`src/mdt_pkg.sv`:
```
// constants, opcodes and register map for the instruction decode and timing block
package mdt_pkg;
    // instruction word layout
    localparam int INSTR_W = 13;
    localparam int PC_W = 10;
    localparam int RADDR_W = 6;
    localparam int STACK_D = 8;
    localparam int FILE_D = 128;
    // special register addresses in the register file
    localparam logic [5:0] RA_INDIRECT = 6'h00;
    localparam logic [5:0] RA_TIMER = 6'h01;
    localparam logic [5:0] RA_PC = 6'h02;
    localparam logic [5:0] RA_STATUS = 6'h03;
    localparam logic [5:0] RA_BANK = 6'h04;
    localparam logic [5:0] RA_BANKED_BASE = 6'h10;
    localparam logic [5:0] RA_PORT5 = 6'h05;
    localparam logic [5:0] RA_PORT6 = 6'h06;
    // field positions in the status register
    localparam int ST_C = 0;
    localparam int ST_DC = 1;
    localparam int ST_Z = 2;
    localparam int ST_PD = 3;
    localparam int ST_TO = 4;
    // bank select bit in the bank register
    localparam int BANK_BIT = 6;
    // control instruction codes in the low six bits
    localparam logic [5:0] CI_SLEEP = 6'h03;
    localparam logic [5:0] CI_WDTC = 6'h04;
    localparam logic [5:0] CI_IRQ_ON = 6'h10;
    localparam logic [5:0] CI_IRQ_OFF = 6'h11;
    localparam logic [5:0] CI_RET = 6'h12;
    localparam logic [5:0] CI_RETURN_FROM_INTERRUPT_INSTR = 6'h13;
    localparam logic [5:0] CI_CTRL_RD_FIRST = 6'h15;
    localparam logic [5:0] CI_CTRL_WR_FIRST = 6'h05;
    localparam logic [3:0] BANK_SUBCODE = 4'h9;
    // phase counts for the instruction cycle
    localparam logic [1:0] PH_LAST_2 = 2'h1;
    localparam logic [1:0] PH_LAST_4 = 2'h3;
    // avalon register byte offsets
    localparam logic [4:0] OFS_CTRL = 5'h00;
    localparam logic [4:0] OFS_STATUS = 5'h04;
    localparam logic [4:0] OFS_ACC = 5'h08;
    localparam logic [4:0] OFS_PC = 5'h0C;
    localparam logic [4:0] OFS_TIMER = 5'h10;
    localparam logic [4:0] OFS_WAKE = 5'h14;
    // control register bits
    localparam int CTRL_RUN = 0;
    localparam int CTRL_CLK4 = 1;
    localparam logic [1:0] CTRL_RESET = 2'h0;
    // status register bits seen over the bus
    localparam int BS_GIE = 5;
    localparam int BS_SLEEP = 6;
    localparam int BS_WDT_LSB = 8;
    // alu operations
    typedef enum logic [3:0] {
        MDT_AOP_PASS_A = 4'b0000,
        MDT_AOP_PASS_B = 4'b0001,
        MDT_AOP_ZERO = 4'b0010,
        MDT_AOP_OR = 4'b0011,
        MDT_AOP_AND = 4'b0100,
        MDT_AOP_XOR = 4'b0101,
        MDT_AOP_ADD = 4'b0110,
        MDT_AOP_SUB = 4'b0111,
        MDT_AOP_DEC = 4'b1000
    } mdt_aop_t;
endpackage

```
`src/mdt_alu.sv`:
```
// eight-bit alu with zero, carry and half-carry results
`timescale 1ns/10ps
module mdt_alu (
    // operands
    input wire logic [7:0] a,
    input wire logic [7:0] b,
    input wire mdt_pkg::mdt_aop_t op,
    // results
    output logic [7:0] y,
    output logic cy,
    output logic hc,
    output logic zf
);
    logic [8:0] sum9; // nine-bit sum for carry
    logic [8:0] dif9; // nine-bit difference for borrow
    logic [4:0] sumlo; // low nibble sum
    // arithmetic helpers
    always_comb begin
        sum9 = {1'b0, b} + {1'b0, a};
        dif9 = {1'b0, b} - {1'b0, a};
        sumlo = {1'b0, b[3:0]} + {1'b0, a[3:0]};
    end
    // operation select; subtraction is b minus a
    always_comb begin
        y = 8'h00;
        cy = 1'b0;
        hc = 1'b0;
        unique case (op)
            mdt_pkg::MDT_AOP_PASS_A: y = a;
            mdt_pkg::MDT_AOP_PASS_B: y = b;
            mdt_pkg::MDT_AOP_ZERO: y = 8'h00;
            mdt_pkg::MDT_AOP_OR: y = a | b;
            mdt_pkg::MDT_AOP_AND: y = a & b;
            mdt_pkg::MDT_AOP_XOR: y = a ^ b;
            mdt_pkg::MDT_AOP_ADD: begin
                y = sum9[7:0];
                cy = sum9[8];
                hc = sumlo[4];
            end
            mdt_pkg::MDT_AOP_SUB: begin
                y = dif9[7:0];
                cy = ~dif9[8];
                hc = (b[3:0] >= a[3:0]);
            end
            mdt_pkg::MDT_AOP_DEC: y = b - 8'h01;
            default: y = 8'h00;
        endcase
        zf = (y == 8'h00);
    end
endmodule

```
`src/mdt_core.sv`:
```
// instruction decode, cycle timing, register file and avalon slave
//
// Added by the designer: the address map and register access over Avalon-MM.
`timescale 1ns/10ps
module mdt_core (
    // clock and synchronous reset
    input wire logic mclk,
    input wire logic rst_n,
    // program memory fetch
    output logic [9:0] instr_addr,
    input wire logic [12:0] instr_data,
    // port registers driven out
    output logic [7:0] port5_out,
    output logic [7:0] port6_out,
    // avalon-mm slave
    input wire logic [4:0] avs_address,
    input wire logic avs_read,
    input wire logic avs_write,
    input wire logic [31:0] avs_writedata,
    input wire logic [3:0] avs_byteenable,
    output logic [31:0] avs_readdata,
    output logic avs_waitrequest
);
    // depths taken from the package, declared before the arrays that use them
    localparam int FILE_D = mdt_pkg::FILE_D;
    localparam int STACK_D = mdt_pkg::STACK_D;
    // core state
    logic [9:0] pc_q; // program counter
    logic [7:0] acc_q; // accumulator
    logic [7:0] timer_q; // timer_count_register
    logic [7:0] bank_q; // bank_select_reg
    logic [7:0] wdt_q; // watchdog_count
    logic c_q, dc_q, z_q, pd_q, to_q; // status flags
    logic gie_q; // global interrupt enable
    logic sleep_q; // oscillator stopped
    logic pen_q; // penalty cycle after pc write
    logic [1:0] ph_q; // oscillator phase within a cycle
    logic [1:0] ctrl_q; // run and cycle-length option
    logic [7:0] file_q [FILE_D];
    logic [7:0] io_control_reg_q [16]; // io_control_reg slots
    logic [9:0] stack_q [STACK_D]; // return stack
    logic [2:0] sp_q; // stack pointer
    logic wait_q; // bus wait state
    logic [31:0] rdata_q; // bus read data

    // decode results
    logic [12:0] ins; // current instruction word
    logic [5:0] ra; // register operand
    logic [2:0] bsel; // bit selector
    logic [7:0] k8; // short literal
    logic [9:0] k10; // long literal
    mdt_pkg::mdt_aop_t aop;
    logic use_k, wr_a, wr_r, upd_z, upd_cdc;
    logic bit_wr, bit_set, bit_tst, bit_want;
    logic do_sleep, do_wdtc, do_iow, do_ior, do_on, do_off;
    logic do_ret, do_return_from_interrupt_instr, do_call, do_jmp, do_bank;
    // datapath
    logic [6:0] ridx; // banked file index
    logic [7:0] rval; // register operand value
    logic [7:0] alu_y, wdata;
    logic alu_c, alu_hc, alu_z;
    logic [7:0] bmask; // selected bit mask
    logic tick, exec, skip, ctl_ok;
    logic [1:0] ph_last;

    assign ins = instr_data;
    assign ra = ins[5:0];
    assign bsel = ins[8:6];
    assign k8 = ins[7:0];
    assign k10 = ins[9:0];

    // instruction cycle timing: last phase is 1 or 3
    always_comb begin
        ph_last = ctrl_q[mdt_pkg::CTRL_CLK4] ? mdt_pkg::PH_LAST_4 : mdt_pkg::PH_LAST_2;
        tick = ctrl_q[mdt_pkg::CTRL_RUN] & ~sleep_q & (ph_q == ph_last);
        exec = tick & ~pen_q;
    end

    // phase counter runs only while the oscillator runs
    always_ff @(posedge mclk) begin
        if (!rst_n) begin
            ph_q <= 2'h0;
        end else if (!ctrl_q[mdt_pkg::CTRL_RUN] || sleep_q || tick) begin
            ph_q <= 2'h0;
        end else begin
            ph_q <= ph_q + 2'h1;
        end
    end

    // instruction decode
    always_comb begin
        aop = mdt_pkg::MDT_AOP_PASS_A;
        use_k = 1'b0;
        wr_a = 1'b0;
        wr_r = 1'b0;
        upd_z = 1'b0;
        upd_cdc = 1'b0;
        bit_wr = 1'b0;
        bit_set = 1'b0;
        bit_tst = 1'b0;
        bit_want = 1'b0;
        do_sleep = 1'b0;
        do_wdtc = 1'b0;
        do_iow = 1'b0;
        do_ior = 1'b0;
        do_on = 1'b0;
        do_off = 1'b0;
        do_ret = 1'b0;
        do_return_from_interrupt_instr = 1'b0;
        do_call = 1'b0;
        do_jmp = 1'b0;
        do_bank = 1'b0;
        if (!ins[12]) begin
            if (ins[11]) begin
                // bit clear, set and tests
                bit_wr = ~ins[10];
                bit_set = ins[9];
                bit_tst = ins[10];
                bit_want = ins[9];
            end else if (!ins[10]) begin
                unique case (ins[9:6])
                    4'b0000: begin
                        // control group
                        if (ra == mdt_pkg::CI_SLEEP) begin
                            do_sleep = 1'b1;
                        end else if (ra == mdt_pkg::CI_WDTC) begin
                            do_wdtc = 1'b1;
                        end else if (ra >= mdt_pkg::CI_CTRL_WR_FIRST && ra < mdt_pkg::CI_IRQ_ON) begin
                            do_iow = 1'b1;
                        end else if (ra == mdt_pkg::CI_IRQ_ON) begin
                            do_on = 1'b1;
                        end else if (ra == mdt_pkg::CI_IRQ_OFF) begin
                            do_off = 1'b1;
                        end else if (ra == mdt_pkg::CI_RET) begin
                            do_ret = 1'b1;
                        end else if (ra == mdt_pkg::CI_RETURN_FROM_INTERRUPT_INSTR) begin
                            do_return_from_interrupt_instr = 1'b1;
                        end else if (ra >= mdt_pkg::CI_CTRL_RD_FIRST && ra < 6'h20) begin
                            do_ior = 1'b1;
                        end
                    end
                    4'b0001: begin
                        wr_r = 1'b1; // move accumulator to register
                    end
                    4'b0010: begin
                        if (ra == 6'h00) begin
                            aop = mdt_pkg::MDT_AOP_ZERO;
                            wr_a = 1'b1;
                            upd_z = 1'b1;
                        end
                    end
                    4'b0011: begin
                        aop = mdt_pkg::MDT_AOP_ZERO;
                        wr_r = 1'b1;
                        upd_z = 1'b1;
                    end
                    default: begin
                        // arithmetic and logic on a register; bit 6 picks destination
                        wr_a = ~ins[6];
                        wr_r = ins[6];
                        upd_z = 1'b1;
                        unique case (ins[9:7])
                            3'b010: begin
                                aop = mdt_pkg::MDT_AOP_SUB;
                                upd_cdc = 1'b1;
                            end
                            3'b011: aop = mdt_pkg::MDT_AOP_DEC;
                            3'b100: aop = mdt_pkg::MDT_AOP_OR;
                            3'b101: aop = mdt_pkg::MDT_AOP_AND;
                            3'b110: aop = mdt_pkg::MDT_AOP_XOR;
                            default: begin
                                aop = mdt_pkg::MDT_AOP_ADD;
                                upd_cdc = 1'b1;
                            end
                        endcase
                    end
                endcase
            end
        end else if (!ins[11]) begin
            // ten-bit literal jumps
            do_call = ~ins[10];
            do_jmp = ins[10];
        end else begin
            // eight-bit literal operations on the accumulator and the bank register
            use_k = 1'b1;
            wr_a = 1'b1;
            unique case (ins[10:8])
                3'b000: aop = mdt_pkg::MDT_AOP_PASS_B;
                3'b001: begin
                    aop = mdt_pkg::MDT_AOP_OR;
                    upd_z = 1'b1;
                end
                3'b010: begin
                    aop = mdt_pkg::MDT_AOP_AND;
                    upd_z = 1'b1;
                end
                3'b011: begin
                    aop = mdt_pkg::MDT_AOP_XOR;
                    upd_z = 1'b1;
                end
                3'b100: begin
                    aop = mdt_pkg::MDT_AOP_PASS_B;
                    do_ret = 1'b1;
                end
                3'b101: begin
                    aop = mdt_pkg::MDT_AOP_SUB;
                    upd_z = 1'b1;
                    upd_cdc = 1'b1;
                end
                3'b110: begin
                    wr_a = 1'b0;
                    do_bank = (ins[7:4] == mdt_pkg::BANK_SUBCODE);
                end
                default: begin
                    aop = mdt_pkg::MDT_AOP_ADD;
                    upd_z = 1'b1;
                    upd_cdc = 1'b1;
                end
            endcase
        end
    end

    // register operand fetch: low addresses are common, upper ones banked
    always_comb begin
        ridx = (ra < mdt_pkg::RA_BANKED_BASE) ? {1'b0, ra} : {bank_q[mdt_pkg::BANK_BIT], ra};
        unique case (ra)
            mdt_pkg::RA_INDIRECT: rval = 8'h00;
            mdt_pkg::RA_TIMER: rval = timer_q;
            mdt_pkg::RA_PC: rval = pc_q[7:0];
            mdt_pkg::RA_STATUS: rval = {3'b000, to_q, pd_q, z_q, dc_q, c_q};
            mdt_pkg::RA_BANK: rval = bank_q;
            default: rval = file_q[ridx];
        endcase
        bmask = 8'h01 << bsel;
        wdata = bit_wr ? (bit_set ? (rval | bmask) : (rval & ~bmask)) : alu_y;
        skip = bit_tst & (((rval & bmask) != 8'h00) == bit_want);
        ctl_ok = (ra[3:0] == 4'h5) || (ra[3:0] == 4'h6) || (ra[3:0] >= 4'hB);
    end

    mdt_alu u_alu (
        .a(acc_q),
        .b(use_k ? k8 : rval),
        .op(aop),
        .y(alu_y),
        .cy(alu_c),
        .hc(alu_hc),
        .zf(alu_z)
    );

    // general file, one entry per index; ports live here like any register
    for (genvar gi = 0; gi < FILE_D; gi++) begin : g_file
        always_ff @(posedge mclk) begin
            if (!rst_n) begin
                file_q[gi] <= 8'h00;
            end else if (exec && (wr_r || bit_wr) && ra > mdt_pkg::RA_BANK && ridx == 7'(gi)) begin
                file_q[gi] <= wdata;
            end
        end
    end

    // control register slots; unsupported slots are ignored
    always_ff @(posedge mclk) begin
        if (!rst_n) begin
            for (int i = 0; i < 16; i++) begin
                io_control_reg_q[i] <= 8'h00;
            end
        end else if (exec && do_iow && ctl_ok) begin
            io_control_reg_q[ra[3:0]] <= acc_q;
        end
    end

    // accumulator
    always_ff @(posedge mclk) begin
        if (!rst_n) begin
            acc_q <= 8'h00;
        end else if (exec && wr_a) begin
            acc_q <= alu_y;
        end else if (exec && do_ior && ctl_ok) begin
            acc_q <= io_control_reg_q[ra[3:0]];
        end
    end

    // status flags; flag results win over a direct write of the status register
    always_ff @(posedge mclk) begin
        if (!rst_n) begin
            c_q <= 1'b0;
            dc_q <= 1'b0;
            z_q <= 1'b0;
            pd_q <= 1'b1;
            to_q <= 1'b1;
        end else if (exec) begin
            if ((wr_r || bit_wr) && ra == mdt_pkg::RA_STATUS) begin
                c_q <= wdata[mdt_pkg::ST_C];
                dc_q <= wdata[mdt_pkg::ST_DC];
                z_q <= wdata[mdt_pkg::ST_Z];
            end
            if (upd_z) begin
                z_q <= alu_z;
            end
            if (upd_cdc) begin
                c_q <= alu_c;
                dc_q <= alu_hc;
            end
            if (do_sleep) begin
                to_q <= 1'b1;
                pd_q <= 1'b0;
            end else if (do_wdtc) begin
                to_q <= 1'b1;
                pd_q <= 1'b1;
            end
        end
    end

    // timer counts instruction cycles, so it follows the two or four clock rate
    always_ff @(posedge mclk) begin
        if (!rst_n) begin
            timer_q <= 8'h00;
        end else if (exec && (wr_r || bit_wr) && ra == mdt_pkg::RA_TIMER) begin
            timer_q <= wdata;
        end else if (tick) begin
            timer_q <= timer_q + 8'h01;
        end
    end

    // watchdog counter, cleared by sleep and watchdog clear
    always_ff @(posedge mclk) begin
        if (!rst_n) begin
            wdt_q <= 8'h00;
        end else if (exec && (do_sleep || do_wdtc)) begin
            wdt_q <= 8'h00;
        end else if (tick) begin
            wdt_q <= wdt_q + 8'h01;
        end
    end

    // bank select register
    always_ff @(posedge mclk) begin
        if (!rst_n) begin
            bank_q <= 8'h00;
        end else if (exec && do_bank) begin
            bank_q[mdt_pkg::BANK_BIT] <= k8[0];
        end else if (exec && (wr_r || bit_wr) && ra == mdt_pkg::RA_BANK) begin
            bank_q <= wdata;
        end
    end

    // global interrupt enable
    always_ff @(posedge mclk) begin
        if (!rst_n) begin
            gie_q <= 1'b0;
        end else if (exec && (do_on || do_return_from_interrupt_instr)) begin
            gie_q <= 1'b1;
        end else if (exec && do_off) begin
            gie_q <= 1'b0;
        end
    end

    // sleep stops the cycle clock until software wakes the core
    always_ff @(posedge mclk) begin
        if (!rst_n) begin
            sleep_q <= 1'b0;
        end else if (exec && do_sleep) begin
            sleep_q <= 1'b1;
        end else if (!wait_q && avs_write && avs_address == mdt_pkg::OFS_WAKE && avs_byteenable[0]
                     && avs_writedata[0]) begin
            sleep_q <= 1'b0;
        end
    end

    // program counter, return stack and pc-write penalty
    always_ff @(posedge mclk) begin
        if (!rst_n) begin
            pc_q <= 10'h000;
            sp_q <= 3'h0;
            pen_q <= 1'b0;
            for (int i = 0; i < STACK_D; i++) begin
                stack_q[i] <= 10'h000;
            end
        end else if (tick && pen_q) begin
            pen_q <= 1'b0;
        end else if (exec) begin
            if ((wr_r || bit_wr) && ra == mdt_pkg::RA_PC) begin
                pc_q <= {pc_q[9:8], wdata};
                pen_q <= 1'b1;
            end else if (do_call) begin
                stack_q[sp_q] <= pc_q + 10'h001;
                sp_q <= sp_q + 3'h1;
                pc_q <= k10;
            end else if (do_jmp) begin
                pc_q <= k10;
            end else if (do_ret || do_return_from_interrupt_instr) begin
                pc_q <= stack_q[sp_q - 3'h1];
                sp_q <= sp_q - 3'h1;
            end else if (skip) begin
                pc_q <= pc_q + 10'h002;
            end else begin
                pc_q <= pc_q + 10'h001;
            end
        end
    end

    // bus slave: one wait cycle, then the request completes
    always_ff @(posedge mclk) begin
        if (!rst_n) begin
            wait_q <= 1'b1;
            rdata_q <= 32'h0000_0000;
        end else if (wait_q && (avs_read || avs_write)) begin
            wait_q <= 1'b0;
            unique case (avs_address)
                mdt_pkg::OFS_CTRL: rdata_q <= {30'h0000_0000, ctrl_q};
                mdt_pkg::OFS_STATUS: rdata_q <= {16'h0000, wdt_q, 1'b0, sleep_q, gie_q, to_q, pd_q, z_q, dc_q, c_q};
                mdt_pkg::OFS_ACC: rdata_q <= {24'h00_0000, acc_q};
                mdt_pkg::OFS_PC: rdata_q <= {22'h00_0000, pc_q};
                mdt_pkg::OFS_TIMER: rdata_q <= {24'h00_0000, timer_q};
                default: rdata_q <= 32'h0000_0000;
            endcase
        end else begin
            wait_q <= 1'b1;
        end
    end

    // control register write, taken at the completing edge
    always_ff @(posedge mclk) begin
        if (!rst_n) begin
            ctrl_q <= mdt_pkg::CTRL_RESET;
        end else if (!wait_q && avs_write && avs_address == mdt_pkg::OFS_CTRL && avs_byteenable[0]) begin
            ctrl_q <= avs_writedata[1:0];
        end
    end

    // outputs straight from flip-flops
    assign instr_addr = pc_q;
    assign port5_out = file_q[mdt_pkg::RA_PORT5];
    assign port6_out = file_q[mdt_pkg::RA_PORT6];
    assign avs_readdata = rdata_q;
    assign avs_waitrequest = wait_q;
endmodule

```
`config.mk`:
```
export PLATFORM = sky130hd
export DESIGN_NAME = mdt_core
export DESIGN_NICKNAME = d
export VERILOG_FILES = /design/src/mdt_pkg.sv /design/src/mdt_alu.sv /design/src/mdt_core.sv
export SDC_FILE = /design/constraint.sdc
export NUM_CORES = 2
export LEC_CHECK = 0
export BUFFER_PORTS_ARGS = -buffer_cell sky130_fd_sc_hd__buf_2
export CORE_MARGIN = 3
export CORE_UTILIZATION = 56
export CTS_CLUSTER_SIZE = 20
export DETAILED_ROUTE_END_ITERATION = 8
export PLACE_DENSITY = 0.81
export SLEW_MARGIN = 15
export SYNTH_ARGS = -nofsm -noshare
export SYNTH_HDL_FRONTEND = slang
export SYNTH_SLANG_ARGS = --single-unit
```
`constraint.sdc`:
```
create_clock -name mclk -period 6.45 [get_ports mclk]
set_input_delay 1.29 -clock mclk [delete_from_list [all_inputs] [get_ports mclk]]
set_output_delay 1.29 -clock mclk [all_outputs]
set_load 0.005 [all_outputs]
```
# After elaboration in Yosys (flattened, before gate mapping)
# Memories as Yosys holds them, arrays and structs flattened.
# Index checks and enable logic that the tools add are counted.
# op_classes
n_addsub	11
order_cmp	7
eq_ne	167
shift	1
n_mux	683
bitwise_logic	148
n_reduce_logical	204
# ops
operator	n
$mux W8	137
$mux W1	517
$eq A7 B7 Y1 const B	64
$eq A7 B6 Y1 const B	32
$logic_and A1 B1 Y1	154
$or A1 B1 Y1	128
$eq A7 B5 Y1 const B	16
$pmux W16 S5	1
$pmux W8 S8	1
$eq A7 B4 Y1 const B	8
$mux W10	5
$pmux W8 S5	1
$eq A7 B3 Y1 const B	4
$and A8 B8 Y8	3
$eq A4 B3 Y1 const B	6
$eq A6 B5 Y1 const B	4
$pmux W4 S5	1
$eq A3 B3 Y1 const B	6
$pmux W3 S6	1
$reduce_bool A2 Y1	9
$add A8 B1 Y8 const B	2
$mux W4	4
$or A8 B8 Y8	2
$mux W3	5
other kinds (59)	110
# totals
ff_bits	90
mem_bits_rw	1232
inputBits	58
output_inout_bits	59
elab_cells	1244
memories	3
# mem_list
name	words	word_bits	read_ports	rd_ports_with_merged_regs	wr	line	text
file_q	128	8	3	0	128	mdt_core.sv:39	logic [7:0] file_q [FILE_D];
io_control_reg_q	16	8	1	0	16	mdt_core.sv:40	logic [7:0] io_control_reg_q [16];
stack_q	8	10	1	0	8	mdt_core.sv:41	logic [9:0] stack_q [STACK_D];

# Logic depth before layout (Yosys ltp)
# logic_depth
word_depth	18
depth_mapped	27
ltp_nobuf	20

# Hierarchy
# Synthesis repeated with hierarchy kept, for this count alone.
# unflattened
hier_cells	4393
hier_area_um2	55179.2
# modules_own_cells
module	instances	cells_per_inst	area_each_um2
mdt_core	1	4163	53515.1
mdt_alu	1	230	1664.1

# Least setup slack after synthesis
# OpenSTA, ideal clock, no wires.
# synth_timing
path_kind	input -> register
from	input port instr_data[1]
to	memory file_q[100][6], data pin
arrival_ns	6.353
path_slack_ns	-0.169
cell_stages	24
path_buffers	5
path_cell_list	buf_2 buf_2 clkbuf_1 mux4_2 nand3_1 a31oi_1 a211o_1 o31ai_1 o21a_1 inv_1 ha_1 fa_1 a21o_1 a21oi_1 nor2_1 a211oi_1 o32ai_1 a22o_1 a211o_1 nand2b_1 o31ai_1 clkbuf_1 clkbuf_1 nor2_1
# synth_rtl
item	line	text
start: declaration	mdt_core.sv:11	input wire logic [12:0] instr_data,
end: declaration	mdt_core.sv:39	

# Final worst setup path
# layout_timing
from	input port instr_data[0]
to	register z_q
# layout_between
elab_chain_len	11
word_cells_on_any_way	45
cone_classes	3 x add/sub; 1 x order compare; 11 x eq/ne; 18 x mux; 5 x bitwise; 6 x reduce/logical; 1 x memory
# layout_rtl
item	line	text
parallel branches: the longest is 11 deep, another holds $mem_v2 Z128 W8	--	
end signal: assignment	mdt_core.sv:295	z_q <= wdata[mdt_pkg::ST_Z];
end signal: assignment	mdt_core.sv:298	z_q <= alu_z;
end: declaration	mdt_core.sv:33	logic c_q, dc_q, z_q, pd_q, to_q;
# Several ways; the timed one is not identified. The select of a mux whose other input is x is not followed.
# A chain may end at the register's enable or synchronous reset.

==> summary.txt <==
Clock tree
  • TritonCTS Buffers: 116
  • Clock tree from TritonCTS: done
  • Clock-pin slew of the registers on the worst-case setup and hold paths: 0.06 ns
  • Clock Latency Late Sink: 0.74 ns
  • Number of buffers inserted by post-CTS setup repair: 0
  • Clock H-tree levels: 3
  • Number of clock sinks: 1,167
  • Cts hold-fix bufs: 0
  • Maximum clock path buffer count: 3
  • Clock root cell: sky130_fd_sc_hd__clkbuf_16

STA
  • Unrepaired setup endpoints after global routing: false
  • Max-Slew Margin vs Limit: 0.182
  • Number of failing setup endpoints in the final timing report: 0
  • Fmax: 0.159 GHz
  • Final worst hold slack: 0.468 ns
  • Final Slew Violations: 0
  • Skew final: 0.0384 ns
  • Total Negative Setup Slacks: 0 ns
  • Actual slew at the worst max-slew pin: 1.22 ns
  • Min cycle time layout: 6.29 ns
  • Post-route clock period utilization: 0.975
  • Number of endpoints with negative hold slack in the final report: 0

Die
  • Core outline area: 95,900 um^2
  • Chip width: 318 um
  • Height of the die: 318 um
  • Total Die Area: 101,000 um^2
  • Ports placed on the boundary: 117
  • Effective utilization at floorplan: 0.570
  • Standard-cell rows: 113

Power and ir drop
  • Power density over cell area: 275 nW/um^2
  • Switching share of total power: 0.242
  • Leakage Power: 0.0230 uW
  • Clk network pwr share: 0.400
  • Logic pwr share: 0.104
  • Proportion of power drawn by flip-flops and latches: 0.496
  • Power Internal: 13,200 uW
  • Psw: 4200 uW
  • Largest vdd supply drop: 0.238 mV

Worst setup path
  • Critical path fanouts, max: 29
  • Critical path arrival: 6.92 ns
  • Setup crit end kind: register
  • Category of the critical setup timing path: input pin to register
  • Data required time of the worst path: 7.08 ns
  • Nature of the critical path startpoint: input pin

Synth
  • Yosys reg bits: 1,167
  • Share of async-settable or async-resettable flops after synthesis: 0
  • Sequential area share after synthesis: 0.628
  • Post-synthesis cell count: 4,296
  • EDFF count, synth: 1,094
  • Number of unique standard cell types used by synthesis: 103
  • Warnings, synthesis: 0
  • Syn Area/Cell: 12.7 um^2
  • Synth Cell Area: 54,700 um^2
  • Top_reg_cell synth: sky130_fd_sc_hd__edfxtp_1

GRT
  • Largest net degree at the start of global routing: 112
  • Global-route wire length before repair: 248,000 um
  • GRT Util Overall: 0.327
  • Aggregate global routing overflow: 0
  • Antenna violations before repair: 6
  • Vias in the first global route: 39,345

Drt
  • Detailed-route DRC error count: 0
  • Overall via count from detail_route: 39,887
  • First-pass iteration count of the detailed router: 9
  • Vias/cell: 6.58
  • Remaining number of nets flagged by the antenna check after routing: 0
  • Violation count after the first detailed-route iteration: 6,663
  • Overall routed net length: 168,000 um
  • Routed length per placed instance: 27.7 um

Final layout
  • Area added between synthesis and finish: 15.8%
  • Ratio of cells with drive above 1 in the final layout: 0.195
  • Final net count: 4,779
  • Finished layout cell area: 63,300 um^2
  • Leading cell type in the layout, fill and taps excluded: sky130_fd_sc_hd__nor2_1
  • Most frequent cells in the layout: sky130_fd_sc_hd__nor2_1, sky130_fd_sc_hd__edfxtp_1, sky130_fd_sc_hd__buf_4

Placed design
  • Routability Congestion: 0.990
  • Post-DP Area: 59,300 um^2
  • Total half-perimeter wirelength after legalization and detailed placement: 113,000 um
  • Count of input and output buffers: 67

Run status
  • Outcome: finished, final reports clean

Hold path
  • Type of the tightest min-delay check: register to register

Job
  • Number of maximum-capacitance violations: 0
flip-flops by register name, summed over array words and instances, names as in the netlist:
| signal | cells |
|---|---|
| dc_q | 1 |
| timer_q | 8 |
| sp_q | 3 |
| z_q | 1 |
| bank_q | 8 |
| avs_waitrequest | 1 |
| file_q | 886 |
| stack_q | 80 |
| instr_addr | 10 |
| pen_q | 1 |
| avs_readdata | 16 |
| wdt_q | 8 |
| ctrl_q | 2 |
| pd_q | 1 |
| sleep_q | 1 |
| ph_q | 2 |
| gie_q | 1 |
| acc_q | 8 |
| c_q | 1 |
| io_control_reg_q | 128 |
cells in the mapped netlist, types with 10 or more instances:
cell | instances | area [um^2]
sky130_fd_sc_hd__nor2_1 | 1115 | 4190
sky130_fd_sc_hd__edfxtp_1 | 1094 | 32900
sky130_fd_sc_hd__nand2_1 | 264 | 991
sky130_fd_sc_hd__mux2i_1 | 196 | 1960
sky130_fd_sc_hd__mux4_2 | 194 | 4370
sky130_fd_sc_hd__clkbuf_1 | 179 | 672
sky130_fd_sc_hd__o21ai_0 | 162 | 811
sky130_fd_sc_hd__nand3_1 | 94 | 470
sky130_fd_sc_hd__buf_2 | 85 | 425
sky130_fd_sc_hd__a21oi_1 | 81 | 405
sky130_fd_sc_hd__dfxtp_1 | 73 | 1460
sky130_fd_sc_hd__a22oi_1 | 71 | 533
sky130_fd_sc_hd__nor3_1 | 53 | 265
sky130_fd_sc_hd__inv_1 | 39 | 146
sky130_fd_sc_hd__ha_1 | 31 | 388
sky130_fd_sc_hd__buf_4 | 28 | 210
sky130_fd_sc_hd__a211oi_1 | 27 | 203
sky130_fd_sc_hd__nor4_1 | 27 | 169
sky130_fd_sc_hd__nand4_1 | 25 | 156
sky130_fd_sc_hd__and3_1 | 24 | 150
sky130_fd_sc_hd__xor2_1 | 21 | 184
sky130_fd_sc_hd__buf_1 | 20 | 75.1
sky130_fd_sc_hd__nand2b_1 | 19 | 119
sky130_fd_sc_hd__a31oi_1 | 17 | 106
sky130_fd_sc_hd__o211ai_1 | 17 | 128
sky130_fd_sc_hd__mux2_2 | 15 | 169
sky130_fd_sc_hd__xnor2_1 | 15 | 131
sky130_fd_sc_hd__nor2b_1 | 14 | 87.6
sky130_fd_sc_hd__o22ai_1 | 14 | 87.6
sky130_fd_sc_hd__a221oi_1 | 13 | 114
sky130_fd_sc_hd__and2_1 | 13 | 81.3
sky130_fd_sc_hd__o31ai_1 | 13 | 97.6
sky130_fd_sc_hd__buf_6 | 12 | 135
sky130_fd_sc_hd__o221ai_1 | 12 | 105
sky130_fd_sc_hd__mux4_1 | 11 | 289
sky130_fd_sc_hd__o21a_1 | 11 | 82.6
sky130_fd_sc_hd__clkinv_1 | 10 | 37.5
sky130_fd_sc_hd__or2_2 | 10 | 62.6
sky130_fd_sc_hd__or3_1 | 10 | 62.6
final timing paths:
path	from	to	slack (ns)	cells after the start
hold reg to reg	ph_q[0]	ph_q[0]	0.47	1
setup reg to reg	bank_q[6]	file_q[124][6]	0.51	21
setup / recovery	instr_data[0]	z_q	0.16	22
hold / removal	ph_q[0]	ph_q[0]	0.47	1
routing by layer:
layer  track usage  share of wire  vias up
li1              -              -    16602
met1         0.407           0.33    19222
met2         0.508           0.46     3297
met3         0.108           0.15      762
met4         0.180          0.067        4
met5             0        0.00054        -
logic make-up after synthesis:
kind of cell | synth area share
buffers and inverters | 0.0350
multiplexers | 0.124
other | 0.0000686
adder cells (fa/ha/maj) | 0.00783
flip-flops | 0.628
XOR/XNOR | 0.00577
AO/OA/AOI/OAI | 0.0685
AND/OR/NAND/NOR | 0.131
power groups by stage:
stage / combinational, uW / sequential, uW / clock, uW
after CTS: 1740 / 8620 / 6950
final: 1810 / 8620 / 6950
after detailed placement: 1720 / 8770 / 0
after global routing: 1870 / 8640 / 7250
after floorplan: 977 / 8740 / 0
after global placement: 1690 / 8750 / 0
worst max-delay path, cell delays in order:
cell and delay (ns):
sky130_fd_sc_hd__buf_16 0.23, sky130_fd_sc_hd__buf_12 0.17, sky130_fd_sc_hd__buf_4 0.18, sky130_fd_sc_hd__mux4_2 0.52, sky130_fd_sc_hd__a22o_1 0.25, sky130_fd_sc_hd__a221oi_1 0.39
sky130_fd_sc_hd__buf_4 0.20, sky130_fd_sc_hd__a31oi_1 0.14, sky130_fd_sc_hd__or4b_4 0.55, sky130_fd_sc_hd__o211a_1 0.26, sky130_fd_sc_hd__nor2_1 0.10, sky130_fd_sc_hd__buf_4 0.15
sky130_fd_sc_hd__ha_1 0.24, sky130_fd_sc_hd__buf_4 0.16, sky130_fd_sc_hd__o21bai_1 0.27, sky130_fd_sc_hd__o32a_1 0.19, sky130_fd_sc_hd__nor2_1 0.04, sky130_fd_sc_hd__or4_1 0.45
sky130_fd_sc_hd__a31oi_1 0.25, sky130_fd_sc_hd__nand2_1 0.16, sky130_fd_sc_hd__or4_1 0.51, sky130_fd_sc_hd__o31ai_2 0.19
area by class of cell:
cell class	instances	area, um^2
clock inverter	80	868
inverter	50	188
multi-input combinational	2861	19100
timing repair buffer	492	4240
antenna	8	20.0
fill	6433	32600
clock buffer	137	3020
sequential	1167	34300
tap	1265	1580
through the flow:
stage	setup WS (ns)	power, uW	std cells	util
floorplan	0.00784	9710	4413	-
global placement	-0.598	10400	5835	0.619
detailed placement	-0.689	10500	5835	0.619
CTS	0.0496	17300	6052	0.659
global route	0.0134	17700	6053	0.660
finish	0.163	17400	6060	0.660
repair_timing:
item                                    in CTS  in global routing
gates resized for setup                      0                 10
endpoints found under the hold margin        0                  0
endpoints found under the setup margin       0                304
Power figures use the tool's default switching activity.
